## config.mk

```make
export PLATFORM = sky130hd
export DESIGN_NAME = gpio_audio_pin_function_mux
export DESIGN_NICKNAME = d
export VERILOG_FILES = /design/src/rtl/pin_mux_pkg.sv /design/src/rtl/gpio_audio_pin_function_mux.sv /design/src/rtl/pdb_release_detect.sv
export SDC_FILE = /design/constraint.sdc
export NUM_CORES = 1
export LEC_CHECK = 0
export BUFFER_PORTS_ARGS = -buffer_cell sky130_fd_sc_hd__buf_2
export CAP_MARGIN = 10
export CORE_MARGIN = 2
export CORE_UTILIZATION = 51
export DETAILED_ROUTE_END_ITERATION = 12
export GPL_TIMING_DRIVEN = 0
export PLACE_DENSITY_LB_ADDON = 0.2
export SLEW_MARGIN = 25
export SYNTH_ARGS = -nofsm -noshare
export SYNTH_HDL_FRONTEND = slang
export SYNTH_SLANG_ARGS = --single-unit
```

## constraint.sdc

```tcl
create_clock -name clk -period 1.6 [get_ports clk]
set_input_delay 0.16 -clock clk [delete_from_list [all_inputs] [get_ports clk]]
set_output_delay 0.16 -clock clk [all_outputs]
set_load 0.05 [all_outputs]
```

## src/rtl/pin_mux_pkg.sv

```systemverilog
// package for the pin-function multiplexer: select codes, pin indices, defaults
// assumes one 100 MHz clock domain and no register bus (selections arrive as ports)
package pin_mux_pkg;

	// number of pins of the fast and reg-only groups
	localparam int FAST_COUNT    = 4;
	localparam int REG_ONLY_COUNT = 4;

	// fast line function select: general i/o or spi
	localparam logic FAST_FN_GPIO = 1'h0;
	localparam logic FAST_FN_SPI  = 1'h1;

	// spi signal order on fast lines 0..3: data out, data in, clock, select
	localparam int SPI_DOUT_IDX = 0;
	localparam int SPI_DIN_IDX  = 1;
	localparam int SPI_CLK_IDX  = 2;
	localparam int SPI_SEL_IDX  = 3;

	// reg-only lines 5..8 map to index 0..3: data b, data a, word clock, bit clock
	localparam int SLV_DB_IDX  = 0;
	localparam int SLV_DA_IDX  = 1;
	localparam int SLV_WC_IDX  = 2;
	localparam int SLV_BCK_IDX = 3;

	// default output levels and enables after reset
	localparam logic [3:0] REG_ONLY_OUT_RST = 4'h0;
	localparam logic [3:0] REG_ONLY_OE_RST  = 4'hf;
	localparam logic [3:0] FAST_OUT_RST     = 4'h0;
	localparam logic [3:0] FAST_OE_RST      = 4'h0;
	localparam logic       LINE_OUT_RST     = 1'h0;
	localparam logic       LINE_OE_RST      = 1'h1;

	// synchroniser depth for the power-down release input; unused, the release detector samples the input directly
	localparam int PDB_SYNC_STAGES = 2;

	typedef enum logic [1:0] {
		LINK_OFF    = 2'h0,
		LINK_SINGLE = 2'h1,
		LINK_DUAL   = 2'h3
	} link_state_t;

endpackage

```

## src/rtl/gpio_audio_pin_function_mux.sv

```systemverilog
// pin-function multiplexer for general, fast and register-only i/o lines
// assumes synchronous inputs at 100 MHz and a host that writes selections as plain ports
`timescale 1ns/10ps
`default_nettype none
module gpio_audio_pin_function_mux
	import pin_mux_pkg::*;
(
	input  wire logic       clk,                 // 100 MHz clock
	input  wire logic       rst_n,               // async reset, active low
	input  wire logic       powerDownRelease,    // active-high enable pin
	input  wire logic       dualLinkMode,        // link runs in dual mode
	input  wire logic       cfgWrite,            // strobe: capture configuration ports
	input  wire logic       cfgLineNineMclk,     // line nine carries system clock
	input  wire logic       cfgLineOneMasterWc,  // line one carries master word clock
	input  wire logic       cfgSlaveAudio,       // reg-only lines carry slave audio
	input  wire logic       cfgSlaveDataCd,      // lines 2,3 carry slave data c,d
	input  wire logic       cfgFastSpi,          // fast lines carry spi
	input  wire logic [3:0] cfgFastOe,           // fast line general output enables
	input  wire logic [3:0] cfgFastOut,          // fast line general output values
	input  wire logic [3:0] cfgRegOnlyOut,       // reg-only line values 5..8
	input  wire logic       cfgLineNineOut,      // general line nine value
	input  wire logic [2:0] cfgLineOut,          // general lines 1..3 values
	input  wire logic       masterSysClk,        // master audio system clock
	input  wire logic       masterWordClk,       // master audio word clock
	input  wire logic       slaveWordClk,        // slave audio word clock
	input  wire logic       slaveBitClk,         // slave audio bit clock
	input  wire logic [3:0] slaveData,           // slave audio data a..d
	input  wire logic       spiDataOut,          // spi data out from engine
	input  wire logic       spiClock,            // spi clock from engine
	input  wire logic       spiSelect,           // spi select from engine
	input  wire logic [3:0] fastIn,              // fast line pin levels
	output var  logic       spiDataIn,           // spi data in to engine
	output var  logic [3:0] fastOut,             // fast line pin drive
	output var  logic [3:0] fastOe,              // fast line output enable
	output var  logic [3:0] regOnlyOut,          // lines 5..8 drive
	output var  logic [3:0] regOnlyOe,           // lines 5..8 output enable
	output var  logic       lineNineOut,         // general line nine drive
	output var  logic       lineNineOe,          // general line nine enable
	output var  logic [2:0] lineOut,             // general lines 1..3 drive
	output var  logic [2:0] lineOe,              // general lines 1..3 enable
	output var  logic [1:0] linkState            // off / single / dual
);
	logic       restartPulse;
	logic       selMclk_reg, selMasterWc_reg, selSlave_reg, selCd_reg, selSpi_reg;
	logic [3:0] fastOeCfg_reg, fastOutCfg_reg, regOnlyCfg_reg;
	logic       lineNineCfg_reg;
	logic [2:0] lineCfg_reg;
	link_state_t linkState_reg, linkState_next;

	pdb_release_detect releaseDet (
		.clk             (clk),
		.rst_n           (rst_n),
		.powerDownRelease(powerDownRelease),
		.restartPulse    (restartPulse)
	);

	// any configuration write also needs the device enabled; a restart wins over a write
	wire cfgTake   = cfgWrite & powerDownRelease & ~restartPulse;
	wire clearCfg  = restartPulse | ~powerDownRelease;

	// configuration store
	always_ff @(posedge clk or negedge rst_n) begin
		if (!rst_n) begin
			selMclk_reg     <= 1'h0;
			selMasterWc_reg <= 1'h0;
			selSlave_reg    <= 1'h0;
			selCd_reg       <= 1'h0;
			selSpi_reg      <= FAST_FN_GPIO;
			fastOeCfg_reg   <= FAST_OE_RST;
			fastOutCfg_reg  <= FAST_OUT_RST;
			regOnlyCfg_reg  <= REG_ONLY_OUT_RST;
			lineNineCfg_reg <= LINE_OUT_RST;
			lineCfg_reg     <= 3'h0;
		end else if (clearCfg) begin
			selMclk_reg     <= 1'h0;
			selMasterWc_reg <= 1'h0;
			selSlave_reg    <= 1'h0;
			selCd_reg       <= 1'h0;
			selSpi_reg      <= FAST_FN_GPIO;
			fastOeCfg_reg   <= FAST_OE_RST;
			fastOutCfg_reg  <= FAST_OUT_RST;
			regOnlyCfg_reg  <= REG_ONLY_OUT_RST;
			lineNineCfg_reg <= LINE_OUT_RST;
			lineCfg_reg     <= 3'h0;
		end else if (cfgTake) begin
			selMclk_reg     <= cfgLineNineMclk;
			selMasterWc_reg <= cfgLineOneMasterWc;
			selSlave_reg    <= cfgSlaveAudio;
			selCd_reg       <= cfgSlaveDataCd;
			selSpi_reg      <= cfgFastSpi;
			fastOeCfg_reg   <= cfgFastOe;
			fastOutCfg_reg  <= cfgFastOut;
			regOnlyCfg_reg  <= cfgRegOnlyOut;
			lineNineCfg_reg <= cfgLineNineOut;
			lineCfg_reg     <= cfgLineOut;
		end
	end

	// link state follows the enable pin and the dual-link indication
	always_comb begin
		unique case (linkState_reg)
			LINK_OFF:    linkState_next = !powerDownRelease ? LINK_OFF :
			                              (dualLinkMode ? LINK_DUAL : LINK_SINGLE);
			LINK_SINGLE: linkState_next = !powerDownRelease ? LINK_OFF :
			                              (dualLinkMode ? LINK_DUAL : LINK_SINGLE);
			LINK_DUAL:   linkState_next = !powerDownRelease ? LINK_OFF :
			                              (dualLinkMode ? LINK_DUAL : LINK_SINGLE);
			default:     linkState_next = LINK_OFF;
		endcase
	end

	always_ff @(posedge clk or negedge rst_n) begin
		if (!rst_n)
			linkState_reg <= LINK_OFF;
		else if (restartPulse)
			linkState_reg <= LINK_OFF;
		else
			linkState_reg <= linkState_next;
	end

	// fast lines: dead outside dual link, so single-link pins stay floating
	wire        fastUsable = (linkState_reg == LINK_DUAL);
	wire        spiOn      = fastUsable & (selSpi_reg == FAST_FN_SPI);
	wire [3:0]  spiDrive   = {spiSelect, spiClock, 1'h0, spiDataOut};
	// data-in pin is an input in spi use; the other three are driven
	wire [3:0]  spiOe      = 4'hd;
	wire [3:0]  fastOutNext = spiOn ? spiDrive : fastOutCfg_reg;
	wire [3:0]  fastOeNext  = !fastUsable ? 4'h0 : (spiOn ? spiOe : fastOeCfg_reg);

	// reg-only lines; jitter cleaner state is the host's duty and is not checked here
	wire [3:0]  slaveDrive = {slaveBitClk, slaveWordClk, slaveData[0], slaveData[1]};
	wire [3:0]  regOnlyNext = selSlave_reg ? slaveDrive : regOnlyCfg_reg;

	// general lines 1..3: line one may be master word clock, 2/3 slave data c/d
	wire        lineOneNext = selMasterWc_reg ? masterWordClk : lineCfg_reg[0];
	wire [1:0]  lineCdNext  = selCd_reg ? slaveData[3:2] : lineCfg_reg[2:1];
	wire        lineNineNext = selMclk_reg ? masterSysClk : lineNineCfg_reg;

	// every pin output is registered so glitches of the select logic never reach a pad
	always_ff @(posedge clk or negedge rst_n) begin
		if (!rst_n) begin
			fastOut     <= FAST_OUT_RST;
			fastOe      <= FAST_OE_RST;
			regOnlyOut  <= REG_ONLY_OUT_RST;
			regOnlyOe   <= REG_ONLY_OE_RST;
			lineNineOut <= LINE_OUT_RST;
			lineNineOe  <= LINE_OE_RST;
			lineOut     <= 3'h0;
			lineOe      <= 3'h7;
			spiDataIn   <= 1'h0;
			linkState   <= 2'h0;
		end else begin
			fastOut     <= fastOutNext;
			fastOe      <= fastOeNext;
			regOnlyOut  <= regOnlyNext;
			regOnlyOe   <= REG_ONLY_OE_RST;
			lineNineOut <= lineNineNext;
			lineNineOe  <= LINE_OE_RST;
			lineOut     <= {lineCdNext, lineOneNext};
			lineOe      <= 3'h7;
			spiDataIn   <= spiOn & fastIn[SPI_DIN_IDX];
			linkState   <= linkState_reg;
		end
	end

	// checks
	fast_off_single_a: assert property (@(posedge clk) disable iff (!rst_n)
		(linkState_reg != LINK_DUAL) |=> (fastOe == 4'h0))
		else $error("fast line driven outside dual link");
	restart_clears_a: assert property (@(posedge clk) disable iff (!rst_n)
		restartPulse |=> (!selSlave_reg && !selSpi_reg && !selMclk_reg && regOnlyCfg_reg == 4'h0))
		else $error("restart did not restore defaults");
	slave_bck_out_a: assert property (@(posedge clk) disable iff (!rst_n)
		selSlave_reg |=> (regOnlyOut[SLV_BCK_IDX] == $past(slaveBitClk)))
		else $error("slave bit clock not on line eight");
	slave_da_out_a: assert property (@(posedge clk) disable iff (!rst_n)
		selSlave_reg |=> (regOnlyOut[SLV_DA_IDX] == $past(slaveData[0])))
		else $error("slave data a not on line six");
	master_wc_out_a: assert property (@(posedge clk) disable iff (!rst_n)
		selMasterWc_reg |=> (lineOut[0] == $past(masterWordClk)))
		else $error("master word clock not on line one");
	data_cd_out_a: assert property (@(posedge clk) disable iff (!rst_n)
		selCd_reg |=> (lineOut[2:1] == $past(slaveData[3:2])))
		else $error("slave data c d not on lines two three");
	mclk_line_nine_a: assert property (@(posedge clk) disable iff (!rst_n)
		selMclk_reg |=> (lineNineOut == $past(masterSysClk)))
		else $error("system clock not on line nine");
	spi_clock_out_a: assert property (@(posedge clk) disable iff (!rst_n)
		spiOn |=> (fastOut[SPI_CLK_IDX] == $past(spiClock) && fastOe == 4'hd))
		else $error("spi clock not on fast line two");
	reg_only_gpio_a: assert property (@(posedge clk) disable iff (!rst_n)
		!selSlave_reg |=> (regOnlyOut == $past(regOnlyCfg_reg)))
		else $error("reg-only line not from register");
	fast_default_off_a: assert property (@(posedge clk) disable iff (!rst_n)
		clearCfg |=> (fastOeCfg_reg == FAST_OE_RST && selSpi_reg == FAST_FN_GPIO))
		else $error("fast line defaults not restored");
	restart_drop_write_a: assert property (@(posedge clk) disable iff (!rst_n)
		(restartPulse && cfgWrite) |=> (!selSlave_reg && !selMclk_reg && !selMasterWc_reg && !selCd_reg && !selSpi_reg))
		else $error("write taken during restart");
	spi_data_out_a: assert property (@(posedge clk) disable iff (!rst_n)
		spiOn |=> (fastOut[SPI_DOUT_IDX] == $past(spiDataOut) && fastOut[SPI_SEL_IDX] == $past(spiSelect)))
		else $error("general driver not cut off in spi use");
	link_dual_on_a: assert property (@(posedge clk) disable iff (!rst_n)
		(powerDownRelease && dualLinkMode && !restartPulse) |=> (linkState_reg == LINK_DUAL))
		else $error("dual link not entered");
	slave_wc_out_a: assert property (@(posedge clk) disable iff (!rst_n)
		selSlave_reg |=> (regOnlyOut[SLV_WC_IDX] == $past(slaveWordClk) && regOnlyOut[SLV_DB_IDX] == $past(slaveData[1])))
		else $error("slave word clock or data b not on lines seven five");
	line_nine_gpio_a: assert property (@(posedge clk) disable iff (!rst_n)
		!selMclk_reg |=> (lineNineOut == $past(lineNineCfg_reg)))
		else $error("line nine not from register");
endmodule
`default_nettype wire

```

## src/rtl/pdb_release_detect.sv

```systemverilog
// rising-edge detector on the power-down release input
// assumes the input is synchronous to clk; emits a one-cycle restart pulse
`timescale 1ns/10ps
`default_nettype none
module pdb_release_detect
	import pin_mux_pkg::*;
(
	input  wire logic clk,           // system clock
	input  wire logic rst_n,         // async reset, active low
	input  wire logic powerDownRelease, // active-high enable pin level
	output var  logic restartPulse   // one cycle on the rising edge
);
	logic prevLevel_reg;

	always_ff @(posedge clk or negedge rst_n) begin
		if (!rst_n) begin
			prevLevel_reg <= 1'h0;
			restartPulse  <= 1'h0;
		end else begin
			prevLevel_reg <= powerDownRelease;
			restartPulse  <= powerDownRelease & ~prevLevel_reg;
		end
	end
endmodule
`default_nettype wire

```

Word level (Yosys, flattened, before mapping)
Cells that the tools add are included.
{ "op_classes": {"eq_ne": 2, "mux": 31, "bitwise": 9, "n_reduce_logical": 3} }
{ "ops": {"columns": ["cell", "n"], "rows": [
  ["$mux W4", 10],
  ["$mux W1", 14],
  ["$mux W2", 5],
  ["$mux W3", 2],
  ["$and A1 B1 Y1", 5],
  ["$not A1 Y1", 3],
  ["$reduce_or A3 Y1", 1],
  ["$eq A2 B1 Y1 const B", 1],
  ["$eq A2 B2 Y1 const B", 1],
  ["$logic_not A2 Y1", 1],
  ["$reduce_bool A2 Y1", 1],
  ["$or A1 B1 Y1", 1]
]} }
{ "totals": {"regBits": 44, "in_bits": 41, "output_inout_bits": 27, "wordCells": 65} }

Logic depth before layout (Yosys ltp)
Gate-level depths: netlist of run 1.
{ "depth": {"depth_word": 4, "depth_mapped": 4, "depth_no_buf": 2} }

By module
From an unflattened synthesis of run 1, not the netlist that was laid out.
{ "unflattened": {"hier_cells": 129, "area_unflattened_um2": 1711.6} }
{ "by_module_without_submodules": {"columns": ["module", "n_inst", "cells_each", "area_each_um2", "seq_area_each_um2"], "rows": [
  ["gpio_audio_pin_function_mux", 1, 126, 1647.8, 1051.0],
  ["pdb_release_detect", 1, 3, 63.8, 50.0]
]} }

Worst setup path after synthesis of run 1
Ideal clock, no wire load.
{ "synth_path": {"path_kind": "reg-to-reg", "from": "reg selSpi_reg", "to": "reg fastOut[0]", "setup_ps": 128, "arrival_time_ps": 839, "required_time_ps": 1472, "setup_slack_ps": 633, "stages_incl_launch_ff": 3, "n_path_buf": 0, "period_less_slack_ps": 967, "cell_sequence": "dfrtp_1 > nand3_2 > mux2_1"} }
{ "synth_via": {"elab_chain_cells": 2} }
{ "synth_rtl": {"columns": ["item", "line", "text"], "rows": [
  ["from (decl)", "gpio_audio_pin_function_mux.sv:44", "logic selMclk_reg, selMasterWc_reg, selSlave_reg, selCd_reg, selSpi_reg;"],
  ["from (signal assigned)", "gpio_audio_pin_function_mux.sv:90", "selSpi_reg <= cfgFastSpi;"],
  ["$and A1 B1 Y1", "gpio_audio_pin_function_mux.sv:123", "wire spiOn = fastUsable & (selSpi_reg == FAST_FN_SPI);"],
  ["$mux W4", "gpio_audio_pin_function_mux.sv:127", "wire [3:0] fastOutNext = spiOn ? spiDrive : fastOutCfg_reg;"],
  ["named net fastOutNext[0]", "gpio_audio_pin_function_mux.sv:127", null],
  ["to (signal assigned)", "gpio_audio_pin_function_mux.sv:153", "fastOut <= fastOutNext;"],
  ["to (decl)", "gpio_audio_pin_function_mux.sv:33", "output var logic [3:0] fastOut,"]
]} }
The timed path passes the listed nets, and every way through them passes these cells.
A chain may end at the register's enable or synchronous reset.

Worst setup path in the final report of run 1
{ "layout_path": {"from": "in powerDownRelease", "to": "reg selCd_reg"} }
{ "layout_via": {"elab_chain_cells": 3, "word_cells_on_any_way": 6} }
{ "layout_rtl": {"columns": ["item", "line", "text"], "rows": [
  ["from (decl)", "gpio_audio_pin_function_mux.sv:10", "input wire logic powerDownRelease,"],
  ["$and A1 B1 Y1 / $not A1 Y1 (equally long branches)", "gpio_audio_pin_function_mux.sv:58, gpio_audio_pin_function_mux.sv:59", null],
  ["$and A1 B1 Y1 / $or A1 B1 Y1 (equally long branches)", "gpio_audio_pin_function_mux.sv:58, gpio_audio_pin_function_mux.sv:59", null],
  ["$reduce_bool A2 Y1 (no source line) / $mux W1 (equally long branches)", null, null],
  ["to (signal assigned)", "gpio_audio_pin_function_mux.sv:89", "selCd_reg <= cfgSlaveDataCd;"],
  ["to (decl)", "gpio_audio_pin_function_mux.sv:44", null]
]} }
Parallel ways exist; a longest one is shown, timed or not.

==> results.yml, run 1 <==
min_path:
  min-delay-start: "slaveData[3]"
  min_to: "lineOut[2]"
  holdPathStages: 2
  hold_path_class: "input port to flip-flop"
yosys:
  avgSynthCellArea_um2: 13.2
  yosys_warnings: 0
  syn_inst: 129
  synth_most_common_cell: "dfrtp_1"
  yosysUniqueCellTypes: 20
  synthArstFlopShare_pct: 100
  synth-seq-cells: 44
  ys.flop_type: "dfrtp_1"
  synthTopCellsByCount: "dfrtp_1 (44), nor2_1 (28), mux2i_1 (21)"
  synth_top_area_share_pct: 64.6
  syn-cell-area_um2: 1700
  synth_area_leader_cell: "dfrtp_1"
  synth_edf_count: 0
  synth.area.top_cells: "dfrtp_1 (65%), mux2i_1 (12%), nor2_1 (6.2%), mux2_2 (5.3%), buf_4 (3.5%)"
  synth.yosys.seq_area_share_pct: 64.6
timing:
  fmax_ghz: 0.778
  period_minus_slack_ps: 1290
  relSlewSlack_pct: 64.3
  setup_viol: 0
  hold_viol: 0
  worst_pin_slew_ps: 536
  final_max_slew_viol_count: 0
  fin_crit_sh_pct: 80.4
  fin_tns_setup_ps: 0
  skew_ps: 14.0
  rsz0062_at_grt: "no"
clock_network:
  ctsLongestPathBuffers: 2
  clock-root-buffer: "clkbuf_4"
  h-tree-depth: 2
  clk_pin_slew_ps: 130
  cts.sinks: 44
  numCtsBuffers: 5
  cts_tree: "built"
  clock_latency_ps: 350
global_route:
  overflow: 0
  grt_pass1_wl_um: 4830
  grt_pass1_vias: 1117
  grt_max_degree: 45
  track_usage_pct: 18.1
  antenna_found_initial: 0
setup_path:
  rr_startpoint: "releaseDet.restartPulse"
  cp-start-kind: "input port"
  r2r_end: "selCd_reg"
  r2r_slack_ps: 420
  crit_fanout: 10
  required_ps: 1840
  endpoint_kind: "flip-flop"
  worst-setup-path-type: "input port to flip-flop"
  cp.arrival_ps: 1520
  reg2reg_depth: 3
placed_design:
  globalplace.congestion: 0.709
  port_buffers: 55
  placed_cell_area_um2: 2060
  dp_hpwl_um: 2230
outcome:
  status: "completed"
route:
  vias: 1122
  drt_iter0_drc: 43
  drcViolationCount: 0
  drt-pass1-iter-count: 4
  wl_per_cell_um: 12.5
  wl_um: 3080
  drtAntennaViolNets: 0
  via_per_inst: 4.56
die:
  core_area_um2: 3130
  start_util_pct: 54.5
  dieArea_um2: 3820
  die_w_um: 61.8
  die_y_um: 61.8
  rows: 20
  pin_count: 68
final_layout:
  syn2layout_area_growth_pct: 28.4
  n_antenna_cell: 0
  fin_util_pct: 70.0
  drive_gt1_share_pct: 41.6
  design_area_um2: 2190
  nets: 242
run:
  cap_violations: 0
pwr:
  worst_ir_drop_vdd_mv: 0.649
  cellLeakagePower_nw: 1.22
  powerDensity_nw_per_um2: 1050
## layer usage
layer | global-route usage (%) | vias up | wire length [um]
li1 | - | 546 | -
met2 | 32.8 | 38 | 1650
met5 | 0 | - | 0
met4 | 5.47 | 0 | 35
met3 | 6.83 | 4 | 185
met1 | 19.6 | 534 | 1210
## power breakdown
group	leakage, nW	total (mW)	internal (mW)	switching, mW
Clock	0.0515	0.759	0.415	0.344
Sequential	0.590	1.19	1.17	0.0267
Combinational	0.582	0.350	0.123	0.227
## per-stage QoR
stage | hold WS [ps] | cells | power [mW] | setup WS (ps)
detailed placement | 309 | 235 | 1.56 | 436
finish | 27.3 | 246 | 2.30 | 314
CTS | 15.7 | 246 | 2.32 | 307
global route | 5.62 | 246 | 2.41 | 202
global placement | 294 | 235 | 1.55 | 467
floorplan | -136 | 136 | 1.45 | 633
## critical path: stages
cell	delay (ps)
dlygate4sd3_1	530
buf_2	140
nand2b_1	160
buf_1	420
nor2_1	100
## area by class of cell
| type | count | area [um2] |
|---|---|---|
| buffer | 13 | 95.1 |
| clock inverter | 1 | 30.0 |
| timing repair buffer | 58 | 308 |
| fill | 246 | 940 |
| tap | 44 | 55.1 |
| sequential | 44 | 1100 |
| clock buffer | 7 | 65.1 |
| inverter | 3 | 11.3 |
| multi-input combinational | 76 | 523 |
## worst max-delay path by stage
stage                                        from                 to  slack, ps  cells past startpoint
after global placement    releaseDet.restartPulse  fastOutCfg_reg[0]        470                      3
after CTS                        powerDownRelease  fastOutCfg_reg[3]        310                      5
after detailed placement  releaseDet.restartPulse  regOnlyCfg_reg[2]        440                      3
after floorplan                        selSpi_reg         fastOut[0]        630                      2
after global routing             powerDownRelease          selCd_reg        200                      5
final                            powerDownRelease          selCd_reg        310                      5
## kinds of logic (layout without fill, tap and decap cells)
group	after synthesis	after routing	share of synthesized area, %
mux	32	32	19.6
buf+inv	16	82	6.24
simple gates	34	34	8.59
other cells	1	8	0.220
compound gates	2	2	0.734
flops	44	44	64.6
## repair_timing
action / 4_1_cts / 5_1_grt
hold endpoints to repair: 46 / 0
gates resized for setup: 0 / 0
hold buffers: 3 / 0
buffers inserted: 0 / 0
## cell usage in the layout, fill, tap and decap left out, drive strengths merged
cell type,n
dlygate4sd3,3
mux2i,21
nor2,28
clkbuf,9
a211oi,1
a21oi,1
conb,8
nand2b,1
dfrtp,44
mux2,11
and2,1
nor3b,1
nand2,1
inv,3
buf,66
nand3,1
nor2b,1
bufinv,1
(Power assumes the default switching activity.)
==> run 2: changes to the inputs <==
--- a/config.mk
+++ b/config.mk
@@ -8,7 +8,7 @@
 export BUFFER_PORTS_ARGS = -buffer_cell sky130_fd_sc_hd__buf_2
 export CAP_MARGIN = 10
 export CORE_MARGIN = 2
-export CORE_UTILIZATION = 51
+export CORE_UTILIZATION = 43
 export DETAILED_ROUTE_END_ITERATION = 12
 export GPL_TIMING_DRIVEN = 0
 export PLACE_DENSITY_LB_ADDON = 0.2
==> constraint.sdc (replaced) <==
create_clock -name clk -period 1.05 [get_ports clk]
set_input_delay 0.105 -clock clk [delete_from_list [all_inputs] [get_ports clk]]
set_output_delay 0.105 -clock clk [all_outputs]
set_load 0.05 [all_outputs]
==> run 2 against run 1 <==
Against the previous run:
- routed wire length increased by 2.5%
- critical path depth decreased by 3
- combinational power increased by 55%
- utilization decreased by 11 points
- power increased by 45%
- hold slack got worse by 11 ps
==> results.yml, run 2 (synthesis gave the netlist of run 1 again) <==
outcome:
  status: "completed"
clock_network:
  ctsLongestPathBuffers: 2
  clk_pin_slew_ps: 80
  h-tree-depth: 2
  cts_tree: "built"
  clock_latency_ps: 300
  cts.sinks: 44
  clock-root-buffer: "clkbuf_8"
  numCtsBuffers: 5
run:
  cap_violations: 0
die:
  core_area_um2: 3740
  rows: 22
  start_util_pct: 45.5
  die_w_um: 67.0
  die_y_um: 67.0
  pin_count: 68
  dieArea_um2: 4480
placed_design:
  port_buffers: 55
  dp_hpwl_um: 2340
  globalplace.congestion: 0.673
final_layout:
  drive_gt1_share_pct: 42.6
  syn2layout_area_growth_pct: 28.7
  nFillCells: 340
  mostFrequentLayoutCell: "buf_2"
  nets: 243
  final_cell_mix: "buf_2 (55), dfrtp_1 (44), nor2_1 (28), mux2i_1 (21), buf_4 (12)"
  regArea_um2: 1100
  n_antenna_cell: 0
  multiInputGateArea_um2: 531
setup_path:
  cp-start-kind: "flip-flop"
  worst-setup-path-type: "flip-flop to flip-flop"
  slowest_delay_ps: 440
  cpMaxStageDelayCell: "dfrtp_1"
  crit_chain: "nand3_4 -> mux2_1"
  path_delay_family: "flip-flops"
  path_buf_inv: 0
  endpoint_kind: "flip-flop"
  crit_fanout: 5
  required_ps: 1230
  cp.arrival_ps: 1200
global_route:
  grt_pass1_wl_um: 4990
  track_usage_pct: 15.9
  antenna_found_initial: 0
  grt_pass1_vias: 1130
  grt_max_degree: 45
  overflow: 0
timing:
  period_minus_slack_ps: 1020
  worst_pin_slew_ps: 528
  setup_viol: 0
  fmax_ghz: 0.984
  fin_tns_setup_ps: 0
  final_max_slew_viol_count: 0
  skew_ps: 8.58
  whs_ps: 16.7
  rsz0062_at_grt: "no"
  hold_viol: 0
  relSlewSlack_pct: 64.8
  fin_crit_sh_pct: 96.7
route:
  drtAntennaViolNets: 0
  drcViolationCount: 0
  wl_per_cell_um: 12.6
  drt-pass1-iter-count: 4
  vias: 1130
  via_per_inst: 4.52
  drt_iter0_drc: 36
  wl_um: 3160
pwr:
  powerDensity_nw_per_um2: 1520
  p_total_mw: 3.33
  cellLeakagePower_nw: 1.22
  worst_ir_drop_vdd_mv: 0.819
min_path:
  hold_path_class: "input port to flip-flop"
[run 2: stage by stage]
step | cell area [um2] | utilization, % | worst slack (ps) | instances
after global placement | 2070 | 55.2 | -91.2 | 239
final | 2190 | 58.6 | 34.2 | 250
after floorplan | 1730 | - | 83.0 | 136
after global routing | 2190 | 58.6 | 4.31 | 250
after detailed placement | 2070 | 55.2 | -145 | 239
after CTS | 2170 | 58.0 | 5.75 | 249
[run 2: what timing repair did]
| action | in CTS | in global routing |
|---|---|---|
| hold buffers | 1 | 1 |
| resized for setup | 2 | 4 |
| hold endpoints to repair | 45 | 44 |
| pin swaps | 0 | 0 |
| endpoints found under the setup margin | 23 | 12 |
| setup buffers | 2 | 0 |
[run 2: power by group]
group | total [mW] | internal [mW] | switching [mW]
clock | 0.968 | 0.452 | 0.516
sequential | 1.82 | 1.78 | 0.0402
combinational | 0.541 | 0.193 | 0.348
total | 3.33 | 2.42 | 0.904
[run 2: path summary, 6_finish.rpt]
path                                           from                 endpoint  slack (ps)  cells after the start
max reg2reg                        linkState_reg[0]               fastOut[3]          30                      2
min in group asynchronous                     rst_n        regOnlyCfg_reg[0]         330                      2
max                                linkState_reg[0]               fastOut[3]          30                      2
min reg2reg                releaseDet.prevLevel_reg  releaseDet.restartPulse         410                      1
min                                       fastIn[1]                spiDataIn          20                      3
max in group asynchronous                     rst_n           lineCfg_reg[0]         350                      2
[run 2: worst reg2reg max path, cell delays in order (launching register included)]
cell	delay, ps
dfrtp_1	440
nand3_4	130
mux2_1	330
[run 2: metal layers]
metal / wire [um] / part of all wire [%] / vias up / global-route usage, %
met5: 0 / 0 / - / 0
met4: 72 / 2.3 / 0 / 9.95
met3: 270 / 8.5 / 6 / 5.07
met2: 1620 / 51 / 41 / 26.6
met1: 1190 / 38 / 538 / 17.5
li1: - / - / 545 / -
[run 2: area by class of cell]
| cell class | count | area share, % |
|---|---|---|
| Buffer | 13 | 4.56 |
| Multi-Input combinational cell | 76 | 24.2 |
| Clock buffer | 6 | 3.31 |
| Inverter | 3 | 0.513 |
| Tap cell | 48 | 2.74 |
| Timing Repair Buffer | 59 | 14.3 |
| Clock inverter | 1 | 0.228 |
| Sequential cell | 44 | 50.2 |
==> run 3: changes to the inputs <==
--- a/config.mk
+++ b/config.mk
@@ -11,6 +11,7 @@
 export CORE_UTILIZATION = 43
 export DETAILED_ROUTE_END_ITERATION = 12
 export GPL_TIMING_DRIVEN = 0
+export HOLD_SLACK_MARGIN = 0.15
 export PLACE_DENSITY_LB_ADDON = 0.2
 export SLEW_MARGIN = 25
 export SYNTH_ARGS = -nofsm -noshare
==> run 3 against run 2 <==
Against the previous run:
- die area did not move
- routed wire length rose by 12%
- non-clock buffer count rose by 34
- largest cell class unchanged
- largest power group unchanged
- global-route usage rose by 1.6 points
- clock power rose by 0.5%
- clock skew barely moved
- sequential share of layout area fell by 6.7 points
- sequential power barely moved
- cell count rose by 14%
- clock-buffer cell count did not move
- critical path type unchanged
==> results.yml, run 3 (synthesis gave the netlist of run 1 again) <==
clock_network:
  ctsLongestPathBuffers: 2
  numCtsBuffers: 5
  clk_pin_slew_ps: 80
  h-tree-depth: 2
  clock_latency_ps: 300
  clock-root-buffer: "clkbuf_8"
  cts.sinks: 44
  cts_tree: "built"
timing:
  final_max_slew_viol_count: 0
  hold_viol: 0
  skew_ps: 8.69
  period_minus_slack_ps: 1020
  fin_crit_sh_pct: 97.5
  worst_pin_slew_ps: 524
  fmax_ghz: 0.977
  rsz0062_at_grt: "yes"
  relSlewSlack_pct: 65.1
  setup_viol: 0
final_layout:
  syn2layout_area_growth_pct: 48.7
  n_antenna_cell: 0
  drive_gt1_share_pct: 36.4
  fin_cells: 284
  nets: 277
  design_area_um2: 2530
  final_cell_mix: "buf_2 (55), dfrtp_1 (44), dlygate4sd3_1 (36), nor2_1 (28), mux2i_1 (21)"
  mostFrequentLayoutCell: "buf_2"
die:
  die_y_um: 67.0
  dieArea_um2: 4480
  start_util_pct: 45.5
  die_w_um: 67.0
  rows: 22
  core_area_um2: 3740
  pin_count: 68
min_path:
  holdPathStages: 3
  min-delay-start: "cfgWrite"
  min_to: "selSpi_reg"
  hold_path_class: "input port to flip-flop"
pwr:
  pwr-share-comb_pct: 18.7
  powerDensity_nw_per_um2: 1350
  p_sw_share_pct: 27.0
  seqPwrFrac_pct: 52.9
  netSwitchingPower_uw: 928
  cellLeakagePower_nw: 1.37
  clockPowerShare_pct: 28.4
  worst_ir_drop_vdd_mv: 0.878
  internal_power_mw: 2.50
global_route:
  grt_pass1_vias: 1298
  gr-max-usage-layer: "met2"
  grt_max_degree: 45
  grt_pass1_wl_um: 5540
  track_usage_pct: 17.6
  grt_use_met2_pct: 31.8
  use_met3_pct: 4.73
  use_met1_pct: 18.1
  antenna_found_initial: 0
  overflow: 0
placed_design:
  dp_hpwl_um: 2340
  dp.cells: 239
  globalplace.congestion: 0.673
  port_buffers: 55
  placed_cell_area_um2: 2070
route:
  drt_iter0_drc: 31
  via_per_inst: 4.45
  vias: 1263
  drt-pass1-iter-count: 3
  wl_per_cell_um: 12.5
  wl_um: 3550
  drcViolationCount: 0
  drtAntennaViolNets: 0
setup_path:
  r2r_slack_ps: 30
  crit_fanout: 5
  reg2reg_depth: 2
  cpMaxStageDelayCell: "dfrtp_1"
  worst-setup-path-type: "flip-flop to flip-flop"
  cp-start-kind: "flip-flop"
  rr_startpoint: "linkState_reg[0]"
  cp.arrival_ps: 1200
  endpoint_kind: "flip-flop"
  required_ps: 1230
  slowest_delay_ps: 440
  crit_chain: "nand3_4 -> mux2_1"
  r2r_end: "fastOut[3]"
outcome:
  status: "completed"
run:
  cap_violations: 0
[run 3: power by group through the flow]
stage / Sequential (mW) / Combinational [mW] / Clock (mW)
floorplan: 1.98 / 0.231 / 0
global placement: 1.85 / 0.519 / 0
detailed placement: 1.85 / 0.530 / 0
CTS: 1.82 / 0.640 / 1.01
global route: 1.83 / 0.689 / 1.11
finish: 1.82 / 0.641 / 0.973
[run 3: layer usage]
metal | up-vias | wire length [um]
met5 | - | 0
met4 | 0 | 70
met3 | 6 | 192
met2 | 41 | 1880
met1 | 601 | 1410
li1 | 615 | -
[run 3: worst max-delay path by stage]
| stage | from | endpoint | slack (ps) | cells after the start |
|---|---|---|---|---|
| 6_report | linkState_reg[0] | fastOut[3] | 30 | 2 |
| 5_1_grt | linkState_reg[0] | fastOut[3] | 6 | 2 |
| 4_1_cts | linkState_reg[0] | fastOut[3] | 6 | 2 |
| 3_5_place_dp | releaseDet.restartPulse | lineCfg_reg[2] | -140 | 3 |
| 3_3_place_gp | releaseDet.restartPulse | fastOutCfg_reg[0] | -90 | 3 |
| 2_1_floorplan | selSpi_reg | fastOut[0] | 80 | 2 |
[run 3: layout make-up]
cell class	instances	area, um2
Fill cell	305	1210
Sequential cell	44	1100
Timing Repair Buffer	93	653
Multi-Input combinational cell	76	531
Buffer	13	100
Clock buffer	6	72.6
Tap cell	48	60.1
Inverter	3	11.3
Clock inverter	1	5.00
[run 3: per-stage QoR]
step | setup TNS [ps] | worst slack, ps | hold WS (ps) | util, % | total power [mW]
global placement | -1580 | -91.2 | 241 | 55.2 | 2.36
detailed placement | -2510 | -145 | 238 | 55.2 | 2.38
global route | 0 | 5.90 | 170 | 67.7 | 3.63
finish | 0 | 26.3 | 148 | 67.7 | 3.43
CTS | 0 | 5.75 | -31.4 | 67.1 | 3.47
floorplan | 0 | 83.0 | -191 | - | 2.21
[run 3: critical path: cells and delay by family, from the launching register on]
family           cells  cell delay (ps)
DFF                  1              440
muxes                1              330
and+or+nand+nor      1              130
[run 3: what timing repair did]
item                                   CTS  global route
gates cloned                             0             0
setup endpoints to repair               23            10
hold buffers                            35             1
pin swaps                                0             0
resized for setup                        2             4
endpoints found under the hold margin   80            44
buffers inserted                         2             0
